<file path="src/ccs_defs.svh">
// offsets, field positions, reset values and counts of the converter control block
// assumes inclusion by bare name from every file that needs them
`ifndef CCS_DEFS_SVH
`define CCS_DEFS_SVH

// ****************************************
// register byte offsets on the apb bus
// ****************************************
`define CCS_OFF_STATUS_CTRL 8'h00
`define CCS_OFF_RESULT_HIGH 8'h04
`define CCS_OFF_RESULT_LOW 8'h08
`define CCS_OFF_CLOCK_CFG 8'h0C

// ****************************************
// status/control fields
// ****************************************
`define CCS_SC_DONE_BIT 7
`define CCS_SC_IRQ_EN_BIT 6
`define CCS_SC_CONT_BIT 5
`define CCS_SC_CHAN_MSB 4
`define CCS_CHAN_OFF 5'h1F
`define CCS_SC_RESET 8'h1F

// ****************************************
// clock configuration fields
// ****************************************
`define CCS_CK_LOW_POWER_BIT 7
`define CCS_CK_DIV_MSB 6
`define CCS_CK_DIV_LSB 5
`define CCS_CK_BUS_SRC_BIT 4
`define CCS_CK_MODE_MSB 3
`define CCS_CK_MODE_LSB 2
`define CCS_CK_LONG_SAMPLE_BIT 1
`define CCS_CK_ASYNC_EN_BIT 0
`define CCS_CK_RESET 8'h00
`define CCS_MODE_TEN_BIT 2'h1
`define CCS_MODE_TEN_BIT_HW 2'h3

// ****************************************
// channel codes
// ****************************************
`define CCS_CHAN_LAST_PIN 5'h07
`define CCS_CHAN_PIN8 5'h18
`define CCS_CHAN_PIN9 5'h19
`define CCS_CHAN_BANDGAP 5'h1A
`define CCS_CHAN_REF_HIGH 5'h1D
`define CCS_CHAN_REF_LOW 5'h1E

// ****************************************
// timing, in converter clock cycles
// ****************************************
`define CCS_SAMPLE_SHORT_CYC 5'h04
`define CCS_SAMPLE_LONG_CYC 5'h18
`define CCS_RES_BITS 10

`endif

</file>
<file path="src/ccs_pkg.sv">
// types shared by the converter control block
// assumes ccs_defs.svh is on the include path
`default_nettype none
`include "ccs_defs.svh"

package ccs_pkg;

  typedef enum logic [1:0] {
    CCS_SAR_IDLE,
    CCS_SAR_SAMPLE,
    CCS_SAR_STEP
  } ccs_sar_st_t;

  typedef struct packed {
    ccs_sar_st_t st;
    logic [4:0] cnt;
    logic [3:0] bit_idx;
    logic [9:0] code;
    logic [9:0] result;
    logic done;
  } ccs_sar_state_t;

  typedef struct packed {
    logic done;
    logic irq_en;
    logic cont;
    logic [4:0] chan;
    logic [7:0] clk_cfg;
    logic [1:0] res_hi;
    logic [7:0] res_lo;
    logic lock;
    logic run;
    logic stop_d;
    logic [2:0] div_cnt;
  } ccs_ctl_state_t;

endpackage : ccs_pkg

`default_nettype wire

</file>
<file path="src/ccs_conv_if.sv">
// carrier between the control logic and the approximation sequencer
// assumes one clock domain shared by both ends
`timescale 1ns/1ns
`default_nettype none

interface ccs_conv_if;
  logic tick;
  logic start;
  logic abort;
  logic long_sample;
  logic busy;
  logic done;
  logic [9:0] result;

  modport ctl (output tick, output start, output abort, output long_sample,
               input busy, input done, input result);
  modport sar (input tick, input start, input abort, input long_sample,
               output busy, output done, output result);
endinterface : ccs_conv_if

`default_nettype wire

</file>
<file path="src/ccs_sar.sv">
// successive approximation sequencer: sample phase, then ten trial steps
// assumes an analog comparator answering within one converter clock tick
`timescale 1ns/1ns
`default_nettype none
`include "ccs_defs.svh"

module ccs_sar (
  // clock and reset
  input wire logic sys_clk,
  input wire logic sys_rst,
  // control side
  ccs_conv_if.sar cv,
  // analog side
  input wire logic cmp_in,
  output logic sample_en,
  output logic [9:0] dac_code
);
  import ccs_pkg::*;

  ccs_sar_state_t q_ff;
  ccs_sar_state_t nxt_q;

  // ****************************************
  // sequencing
  // ****************************************
  always_comb begin
    nxt_q = q_ff;
    nxt_q.done = 1'b0;
    case (q_ff.st)
      CCS_SAR_IDLE: begin
      end
      CCS_SAR_SAMPLE: begin
        if (cv.tick) begin
          if (q_ff.cnt == 5'h00) begin
            nxt_q.st = CCS_SAR_STEP;
            nxt_q.bit_idx = 4'h9;
            nxt_q.code = 10'h200;
          end else begin
            nxt_q.cnt = q_ff.cnt - 5'h01;
          end
        end
      end
      CCS_SAR_STEP: begin
        if (cv.tick) begin
          // comparator high keeps the trial bit
          nxt_q.code[q_ff.bit_idx] = cmp_in;
          if (q_ff.bit_idx == 4'h0) begin
            nxt_q.result = {q_ff.code[9:1], cmp_in};
            nxt_q.done = 1'b1;
            nxt_q.st = CCS_SAR_IDLE;
          end else begin
            nxt_q.bit_idx = q_ff.bit_idx - 4'h1;
            nxt_q.code[q_ff.bit_idx - 4'h1] = 1'b1;
          end
        end
      end
      default: begin
        nxt_q.st = CCS_SAR_IDLE;
      end
    endcase
    if (cv.abort) begin
      nxt_q.st = CCS_SAR_IDLE;
      nxt_q.done = 1'b0;
    end
    // a start in the abort cycle restarts cleanly
    if (cv.start) begin
      nxt_q.st = CCS_SAR_SAMPLE;
      nxt_q.cnt = cv.long_sample ? (`CCS_SAMPLE_LONG_CYC - 5'h01)
                                 : (`CCS_SAMPLE_SHORT_CYC - 5'h01);
      nxt_q.code = 10'h000;
      nxt_q.done = 1'b0;
    end
  end

  always_ff @(posedge sys_clk or posedge sys_rst) begin
    if (sys_rst) begin
      q_ff <= '{st: CCS_SAR_IDLE, cnt: 5'h00, bit_idx: 4'h0, code: 10'h000,
                result: 10'h000, done: 1'b0};
    end else begin
      q_ff <= nxt_q;
    end
  end

  assign cv.busy = (q_ff.st != CCS_SAR_IDLE);
  assign cv.done = q_ff.done;
  assign cv.result = q_ff.result;
  assign sample_en = (q_ff.st == CCS_SAR_SAMPLE);
  assign dac_code = q_ff.code;

endmodule : ccs_sar

`default_nettype wire

</file>
<file path="src/ccs_top.sv">
// control and status logic of a 10-bit approximation converter behind apb
// assumes the debug break and stop indications are synchronous to sys_clk
//
// Implementation choices: the address map and register access over APB.
`timescale 1ns/1ns
`default_nettype none
`include "ccs_defs.svh"

// Operation
// with break clearing enabled, flags cleared during break stay cleared afterwards
// with break clearing disabled, break accesses leave converter status flags unchanged
// a two-step clear started before break holds during break, completes after
// no hardware trigger; conversions start only from status/control writes
// status/control write aborts conversion; starts new unless channel all ones
// done flag read-only, set per conversion, cleared by write or low read
// interrupt at conversion end when enabled; dropped by result read or write
// continuous bit with live channel converts back to back, updating results
// continuous stops on reset, clock write, control write, or plain stop entry
// write with continuous set and live channel aborts and starts continuous
// system keeps bus clock fast enough for exact continuous sample timing
// continuous clear gives exactly one conversion per live-channel write
// five-bit channel map: pins 0-7, 8, 9, bandgap, references high/low
// all-ones channel powers converter off and isolates the pad
// all-ones write during continuous ends it with no extra conversion
// converter drops to low power automatically after each conversion
// unused or reserved channel codes give an undefined result
// software converts bandgap only while the voltage monitor is powered
// plain stop entry aborts conversion; results keep last completed value
// in ten-bit mode a high read blocks transfers until the low read
// interrupt equals done flag and enable; flag sets regardless of enable
module ccs_top #(
  parameter int ADDR_W = 8
) (
  // clock and reset
  input wire logic sys_clk,
  input wire logic sys_rst,
  // apb slave
  input wire logic psel,
  input wire logic penable,
  input wire logic pwrite,
  input wire logic [ADDR_W-1:0] paddr,
  input wire logic [31:0] pwdata,
  input wire logic [3:0] pstrb,
  output logic [31:0] prdata,
  output logic pready,
  output logic pslverr,
  // system state
  input wire logic break_state,
  input wire logic break_clear_enable,
  input wire logic stop_mode,
  // analog front end
  input wire logic cmp_in,
  output logic sample_en,
  output logic [9:0] dac_code,
  output logic [4:0] channel_select,
  output logic pad_connect,
  output logic converter_power,
  output logic low_power_cfg,
  output logic clock_source_bus,
  // interrupt request
  output logic conv_irq
);
  import ccs_pkg::*;

  // ****************************************
  // decode helpers
  // ****************************************
  function automatic logic reg_hit(input logic [ADDR_W-1:0] addr, input logic [7:0] off);
    // size the offset to the bus width: upper bits zero when wider than 8, truncated when narrower
    reg_hit = (addr == ADDR_W'(off));
  endfunction : reg_hit

  // channels wired to a pad, as opposed to internal references
  function automatic logic chan_is_pin(input logic [4:0] ch);
    chan_is_pin = (ch <= `CCS_CHAN_LAST_PIN) || (ch == `CCS_CHAN_PIN8)
                  || (ch == `CCS_CHAN_PIN9);
  endfunction : chan_is_pin

  // codes with a defined input behind them
  function automatic logic chan_is_defined(input logic [4:0] ch);
    chan_is_defined = chan_is_pin(ch) || (ch == `CCS_CHAN_BANDGAP)
                      || (ch == `CCS_CHAN_REF_HIGH) || (ch == `CCS_CHAN_REF_LOW);
  endfunction : chan_is_defined

  ccs_ctl_state_t q_ff;
  ccs_ctl_state_t nxt_q;
  ccs_conv_if cv ();

  // ****************************************
  // bus decode
  // ****************************************
  logic acc;
  logic wr;
  logic rd;
  logic hit_sc;
  logic hit_hi;
  logic hit_lo;
  logic hit_ck;
  logic mapped;
  logic sc_wr;
  logic ck_wr;
  logic hi_rd;
  logic lo_rd;
  logic protect;
  logic ten_bit;
  logic async_en;
  logic stop_abort;
  logic new_start;
  logic cont_next;
  logic [2:0] div_last;
  logic [7:0] rounded;

  assign acc = psel && penable;
  assign wr = acc && pwrite;
  assign rd = acc && !pwrite;
  assign hit_sc = reg_hit(paddr, `CCS_OFF_STATUS_CTRL);
  assign hit_hi = reg_hit(paddr, `CCS_OFF_RESULT_HIGH);
  assign hit_lo = reg_hit(paddr, `CCS_OFF_RESULT_LOW);
  assign hit_ck = reg_hit(paddr, `CCS_OFF_CLOCK_CFG);
  assign mapped = hit_sc || hit_hi || hit_lo || hit_ck;
  // only lane 0 carries register bits
  assign sc_wr = wr && hit_sc && pstrb[0];
  assign ck_wr = wr && hit_ck && pstrb[0];
  assign hi_rd = rd && hit_hi;
  assign lo_rd = rd && hit_lo;

  // ****************************************
  // mode decode
  // ****************************************
  // break with clearing disabled blocks clears of status flags by access
  assign protect = break_state && !break_clear_enable;
  assign ten_bit = (q_ff.clk_cfg[`CCS_CK_MODE_MSB:`CCS_CK_MODE_LSB] == `CCS_MODE_TEN_BIT)
                   || (q_ff.clk_cfg[`CCS_CK_MODE_MSB:`CCS_CK_MODE_LSB]
                       == `CCS_MODE_TEN_BIT_HW);
  assign async_en = q_ff.clk_cfg[`CCS_CK_ASYNC_EN_BIT];
  assign stop_abort = stop_mode && !q_ff.stop_d && !async_en;
  // hardware-trigger mode has no trigger source, so software starts only
  assign new_start = sc_wr && (pwdata[4:0] != `CCS_CHAN_OFF);
  // restart after each completion while continuous runs
  assign cont_next = cv.done && q_ff.run && !(stop_mode && !async_en) && !sc_wr;

  // ****************************************
  // converter clock divider
  // ****************************************
  assign div_last = 3'((4'h1 << q_ff.clk_cfg[`CCS_CK_DIV_MSB:`CCS_CK_DIV_LSB]) - 4'h1);
  assign cv.tick = (q_ff.div_cnt >= div_last);

  // 8-bit mode rounds the 10-bit code, saturating at full scale
  assign rounded = (cv.result[9:2] == 8'hFF) ? 8'hFF
                   : 8'(cv.result[9:2] + {7'h00, cv.result[1]});

  // ****************************************
  // next state
  // ****************************************
  always_comb begin
    nxt_q = q_ff;
    nxt_q.stop_d = stop_mode;
    nxt_q.div_cnt = cv.tick ? 3'h0 : (q_ff.div_cnt + 3'h1);

    if (ck_wr) begin
      nxt_q.clk_cfg = pwdata[7:0];
      nxt_q.run = 1'b0;
    end

    if (sc_wr) begin
      nxt_q.irq_en = pwdata[`CCS_SC_IRQ_EN_BIT];
      nxt_q.cont = pwdata[`CCS_SC_CONT_BIT];
      nxt_q.chan = pwdata[`CCS_SC_CHAN_MSB:0];
      // all-ones ends continuous with no extra conversion
      nxt_q.run = pwdata[`CCS_SC_CONT_BIT] && new_start;
    end

    if (stop_abort) begin
      nxt_q.run = 1'b0;
    end

    // clear by write or low read, unless break protection holds it
    if ((sc_wr || lo_rd) && !protect) begin
      nxt_q.done = 1'b0;
    end
    if (cv.done) begin
      nxt_q.done = 1'b1;
    end

    // second step of the interlock; a high read before break keeps it
    if (lo_rd && !protect) begin
      nxt_q.lock = 1'b0;
    end
    if (hi_rd && ten_bit) begin
      nxt_q.lock = 1'b1;
    end

    // a locked pair drops the new result, as intended
    if (cv.done && !(q_ff.lock && ten_bit)) begin
      if (ten_bit) begin
        nxt_q.res_hi = cv.result[9:8];
        nxt_q.res_lo = cv.result[7:0];
      end else begin
        nxt_q.res_hi = 2'h0;
        nxt_q.res_lo = rounded;
      end
    end
  end

  always_ff @(posedge sys_clk or posedge sys_rst) begin
    if (sys_rst) begin
      q_ff <= '{done: 1'b0, irq_en: 1'b0, cont: 1'b0, chan: `CCS_CHAN_OFF,
                clk_cfg: `CCS_CK_RESET, res_hi: 2'h0, res_lo: 8'h00, lock: 1'b0,
                run: 1'b0, stop_d: 1'b0, div_cnt: 3'h0};
    end else begin
      q_ff <= nxt_q;
    end
  end

  // ****************************************
  // sequencer control
  // ****************************************
  assign cv.start = new_start || cont_next;
  assign cv.abort = sc_wr || stop_abort;
  assign cv.long_sample = q_ff.clk_cfg[`CCS_CK_LONG_SAMPLE_BIT];

  ccs_sar u_sar (
    .sys_clk(sys_clk),
    .sys_rst(sys_rst),
    .cv(cv),
    .cmp_in(cmp_in),
    .sample_en(sample_en),
    .dac_code(dac_code)
  );

  // ****************************************
  // apb read data and answer
  // ****************************************
  always_comb begin
    prdata = 32'h0000_0000;
    if (rd) begin
      if (hit_sc) begin
        prdata[7:0] = {q_ff.done, q_ff.irq_en, q_ff.cont, q_ff.chan};
      end else if (hit_hi) begin
        prdata[1:0] = q_ff.res_hi;
      end else if (hit_lo) begin
        prdata[7:0] = q_ff.res_lo;
      end else if (hit_ck) begin
        prdata[7:0] = q_ff.clk_cfg;
      end
    end
  end

  // zero wait states; unmapped addresses answer with an error
  assign pready = 1'b1;
  assign pslverr = acc && !mapped;

  // ****************************************
  // analog and interrupt outputs
  // ****************************************
  // unused and reserved codes still convert; the result is just meaningless
  assign channel_select = q_ff.chan;
  // pad isolated whenever off or converting an internal node
  assign pad_connect = cv.busy && chan_is_pin(q_ff.chan)
                       && (q_ff.chan != `CCS_CHAN_OFF);
  // powered only while a conversion runs
  assign converter_power = cv.busy && chan_is_defined(q_ff.chan) || cv.busy
                           && (q_ff.chan != `CCS_CHAN_OFF);
  assign low_power_cfg = q_ff.clk_cfg[`CCS_CK_LOW_POWER_BIT];
  assign clock_source_bus = q_ff.clk_cfg[`CCS_CK_BUS_SRC_BIT];
  assign conv_irq = q_ff.done && q_ff.irq_en;

endmodule : ccs_top

`default_nettype wire

</file>
<file path="config.mk">
export PLATFORM = sky130hd
export DESIGN_NAME = ccs_top
export DESIGN_NICKNAME = d
export VERILOG_FILES = /design/src/ccs_pkg.sv /design/src/ccs_conv_if.sv /design/src/ccs_sar.sv /design/src/ccs_top.sv
export VERILOG_INCLUDE_DIRS = /design/src
export SDC_FILE = /design/constraint.sdc
export NUM_CORES = 1
export LEC_CHECK = 0
export BUFFER_PORTS_ARGS = -buffer_cell sky130_fd_sc_hd__buf_4
export CAP_MARGIN = 20
export CORE_UTILIZATION = 48
export DETAILED_ROUTE_END_ITERATION = 10
export GPL_TIMING_DRIVEN = 0
export PLACE_DENSITY_LB_ADDON = 0.08
export SLEW_MARGIN = 30
export SYNTH_ARGS = -nofsm -noshare
export SYNTH_HDL_FRONTEND = slang
export SYNTH_SLANG_ARGS = --single-unit
export TNS_END_PERCENT = 30
</file>
<file path="constraint.sdc">
create_clock -name sys_clk -period 2.3 [get_ports sys_clk]
set_input_delay 0.46 -clock sys_clk [delete_from_list [all_inputs] [get_ports sys_clk]]
set_output_delay 0.46 -clock sys_clk [all_outputs]
set_load 0.01 [all_outputs]
</file>
==> Flow_metrics.wiki <==
{| class="wikitable"
! Metric !! Value
|-
| Fraction of power spent switching nets || slightly below 30%
|-
| Post-Place Cells || 617
|-
| Power after layout || roughly 3.3 mW
|-
| Kind of critical path || primary input to output port
|-
| Cell area after synthesis || 3939 sq um
|-
| Total CTS buffers || 9
|-
| Internal power || 2.352 mW
|-
| Global routing usage summed across all routing layers || 22.47%
|-
| Diodes inserted || 0
|-
| Maximum number of pins on one net before global-route repair || 35
|-
| Num Clock Sinks || 64
|-
| Final critical-path required period || between 2 and 2.5 ns
|-
| Final setup vio count || 10
|-
| Number of antenna violations at the first check in global routing || 0
|-
| Count of fill cells added during filler insertion || between 600 and 700
|-
| Worst voltage drop across the vdd grid || between 300 and 400 uV
|-
| Register-to-register setup slack || about 0.060 ns
|-
| Number of nets with antenna violations after routing || 0
|-
| Hold Crit Class || primary input to async pin
|-
| Final hold violation count || 0
|-
| Number of flip-flops and latches in the synthesized netlist || 64
|-
| Largest cells by area after synthesis || dfrtp_1 37%, buf_4 7.6%, nand2_1 6.2%
|-
| Maximum root-to-sink buffer count || 2
|-
| Half-perimeter wire length after detailed placement || 6703 microns
|-
| Pwr dens || between 600 and 700 nW/um^2
|-
| Area of combinational cells with multiple inputs || ~2100 sq um
|-
| Nets || 592
|-
| Slowest cell on crit path || or4_4
|-
| Depth of the worst register-to-register path || 7
|-
| Floorplan core area || 7848 sq um
|-
| Post-synth top area cell || dfrtp_1
|-
| Top-count cell post-synth || nand2_1
|-
| Failing checks || setup timing
|-
| Overflow after GRT || 0
|-
| I/O pin total || 108
|-
| Vias/cell || between 5 and 6
|-
| Count of max-cap constraint violations || 0
|-
| Insertion delay of the later-clocked pin in the worst-skew pair || ~0.35 ns
|-
| RSZ-0062 raised after global routing || true
|-
| Slew at the pin with the worst max-slew slack || between 0.5 and 0.6 ns
|-
| Part of the total power dissipated in combinational logic || between 20% and 30%
|-
| Area enclosed by the die boundary || about 8600 sq um
|-
| Buffers & Inverters on Critical Path || 3
|-
| Fraction of final layout cells sized beyond drive strength 1 || roughly 33%
|-
| Yosys warning total || 0
|-
| Die Height || between 90 and 100 microns
|-
| Die Wd || 92.59 microns
|-
| Buffers added on ports || 55
|-
| Count of flip-flops with a built-in enable after synthesis || 0
|-
| First-pass GRT wire length || between 15000 and 20000 microns
|-
| Avg WL per Cell || 14.42 microns
|-
| Master cell of the clock root buffer || clkbuf_8
|-
| Leading post-synthesis cells by instance count || 65 x nand2_1, 59 x dfrtp_1, 40 x buf_4
|-
| Cell breakdown of the critical path || buf_6 > or4_4 > or2_4 > nand2b_4 > buf_8 > nor3_2 > buf_4
|-
| Number of detailed-routing iterations run before antenna repair || 7
|-
| Category of the worst setup path launch point || primary input
|-
| Final weighted congestion in routability-driven placement || between 0.8 and 0.9
|-
| Clock share of power || a little under two fifths
|-
| Clock Pin Slew Worst Setup and Hold Paths || 0.08 ns
|-
| Via count of the first global-routing pass || approximately 3100
|-
| Core Rows || 32
|-
| Critical path fanouts, max || 5
|-
| Number of unique standard cell types used by synthesis || 54
|-
| Via count || between 3000 and 4000
|-
| Source of the worst register-to-register timing path || q_ff[22]
|-
| Total DRC errors in the routed layout || 0
|-
| Run status || complete, but fails checks
|-
| Sequential share of power || approximately 40%
|-
| Area added between synthesis and finish || 27.86%
|-
| Effective utilization at floorplan || between 50 and 60%
|-
| Worst-case headroom to the max-slew limit || between 60% and 70%
|-
| Primary flip-flop cell chosen by synthesis mapping || dfrtp_1
|-
| H-tree Lvls || 3
|-
| Switching pwr || around 0.97 mW
|-
| CP delay by family, top || simple AND/OR/NAND/NOR gates
|-
| Data required, critical path || between 1.5 and 2 ns
|-
| Share of the yosys chip area belonging to registers || between 40% and 50%
|-
| Final period utilization || 102.0%
|-
| Proportion of netlist area held by the largest area contributor || ~37%
|-
| Mean cell area of the mapped netlist || about 9.0 sq um
|-
| Clock skew || approximately 0.010 ns
|-
| Number of cells on the critical path || 7
|-
| Crit path setup slack, layout || -0.04541 ns
|-
| Critical path data arrival time || between 1.5 and 2 ns
|-
| Crit end category || output port
|-
| Maximum operating frequency || ~0.43 GHz
|-
| Post-Synthesis Cells || 436
|-
| Post-detailed-routing wire length || around 9200 microns
|-
| Pins over their slew limit || 0
|-
| Sequential cell area || 1608 sq um
|-
| Final standard cell count with taps included and fillers excluded || approximately 640
|-
| Fraction of registers with async set or reset after synthesis || 100.0%
|-
| Biggest cell delay along the critical path || ~0.53 ns
|-
| Standby leakage power || ~2.5 nW
|-
| Drt initial violations || between 200 and 250
|-
| Clock tree from TritonCTS || yes
|-
| Worst reg2reg endpoint || u_sar.q_ff[21]
|}
-- metal layers --
layer	global-route usage [%]	up-vias	share of wire (%)
met5	0	-	0
met4	6.380	0	1.4
met3	4.187	13	5.4
met2	37.47	100	48
met1	29.80	1580	46
li1	-	1645	-
-- final cells by class --
type / count / share of cell area [%]
timing repair buffer: 60 / 9.863
clock inverter: 7 / 2.534
sequential: 64 / 31.93
buffer: 60 / 8.000
tap: 102 / 2.534
multi-input combinational: 323 / 41.89
clock buffer: 9 / 2.460
inverter: 10 / 0.7950
-- worst max path at each step --
stage	from	to	slack, ns
6_report	paddr[6]	prdata[1]	-0.05
5_1_grt	paddr[6]	prdata[1]	-0.08
4_1_cts	q_ff[22]	u_sar.q_ff[21]	-0.09
3_5_place_dp	q_ff[22]	u_sar.cv.result[3]	-0.35
3_3_place_gp	sys_rst	u_sar.q_ff[26]	-0.58
2_1_floorplan	paddr[5]	prdata[0]	-0.004
-- worst reg2reg max path: stages (launching register included) --
cell	delay (ns)
dfrtp_1	0.41
or2_2	0.30
ha_1	0.27
nand2b_4	0.16
a2111oi_4	0.27
a211o_1	0.19
a21o_1	0.20
mux2_4	0.31
-- registers in the layout (all words and copies together) (netlist names), 5 cells and up --
signal,flops
channel_select,5
u_sar.q_ff,11
u_sar.dac_code,10
q_ff,23
u_sar.cv.result,10
-- cell usage in the layout (no fill, tap or decap), drive strengths merged, types with 3 or more instances in the layout --
cell type	netlist	final
and3	4	4
a21oi	13	13
a211oi	3	3
xnor2	4	4
or4	4	4
mux2i	13	13
dfstp	5	5
buf	46	104
inv	10	12
nand3b	3	3
nor4	4	4
nand2	65	65
mux2	22	22
nor3	9	9
a21o	6	6
o22ai	6	6
conb	2	25
bufinv	0	3
xor2	3	3
nor2b	6	6
ha	11	11
clkbuf	16	25
o21ai	25	25
a31oi	12	12
nand3	13	13
and2	3	3
nand4	5	5
dfrtp	59	59
nor2	34	34
nand2b	5	5
or2	4	4
-- power by group through the flow --
stage	Clock (mW)	Sequential, mW	Combinational [mW]
after floorplan	0	1.34	0.511
after global placement	0	1.37	0.705
after detailed placement	0	1.38	0.720
after CTS	1.24	1.35	0.729
after global routing	1.29	1.37	0.819
final	1.23	1.36	0.735
-- through the flow --
| step | hold WS, ns | util, % | TNS, ns | area [sq um] | setup WS (ns) |
|---|---|---|---|---|---|
| finish | 0.1237 | 64.17 | -0.2775 | 5036 | -0.04541 |
| global route | 0.1504 | 64.17 | -0.7939 | 5036 | -0.08149 |
| CTS | 0.1200 | 62.74 | -0.6577 | 4923 | -0.08518 |
| detailed placement | 0.4612 | 58.61 | -9.593 | 4599 | -0.3452 |
| global placement | 0.4476 | 58.32 | -42.32 | 4577 | -0.5822 |
| floorplan | 0.4322 | - | -0.008627 | 4036 | -0.004314 |
-- cell families (layout without fill, tap and decap cells) --
kind of cell | Yosys count | in the layout | synth area share, %
AND/OR/NAND/NOR | 165 | 165 | 20.04
XOR/XNOR | 7 | 7 | 1.557
flip-flops | 64 | 64 | 40.82
buffers and inverters | 72 | 146 | 10.96
other | 2 | 25 | 0.1907
AO/OA/AOI/OAI | 80 | 80 | 12.58
multiplexers | 35 | 35 | 10.36
adder cells (fa/ha/maj) | 11 | 11 | 3.494
-- timing repair --
item,in CTS,in global routing
hold buffers,0,0
pin swaps,5,6
endpoints found under the setup margin,29,34
resized for setup,16,24
cloned,1,0
setup buffers,2,1
Power figures use the tool's default switching activity.
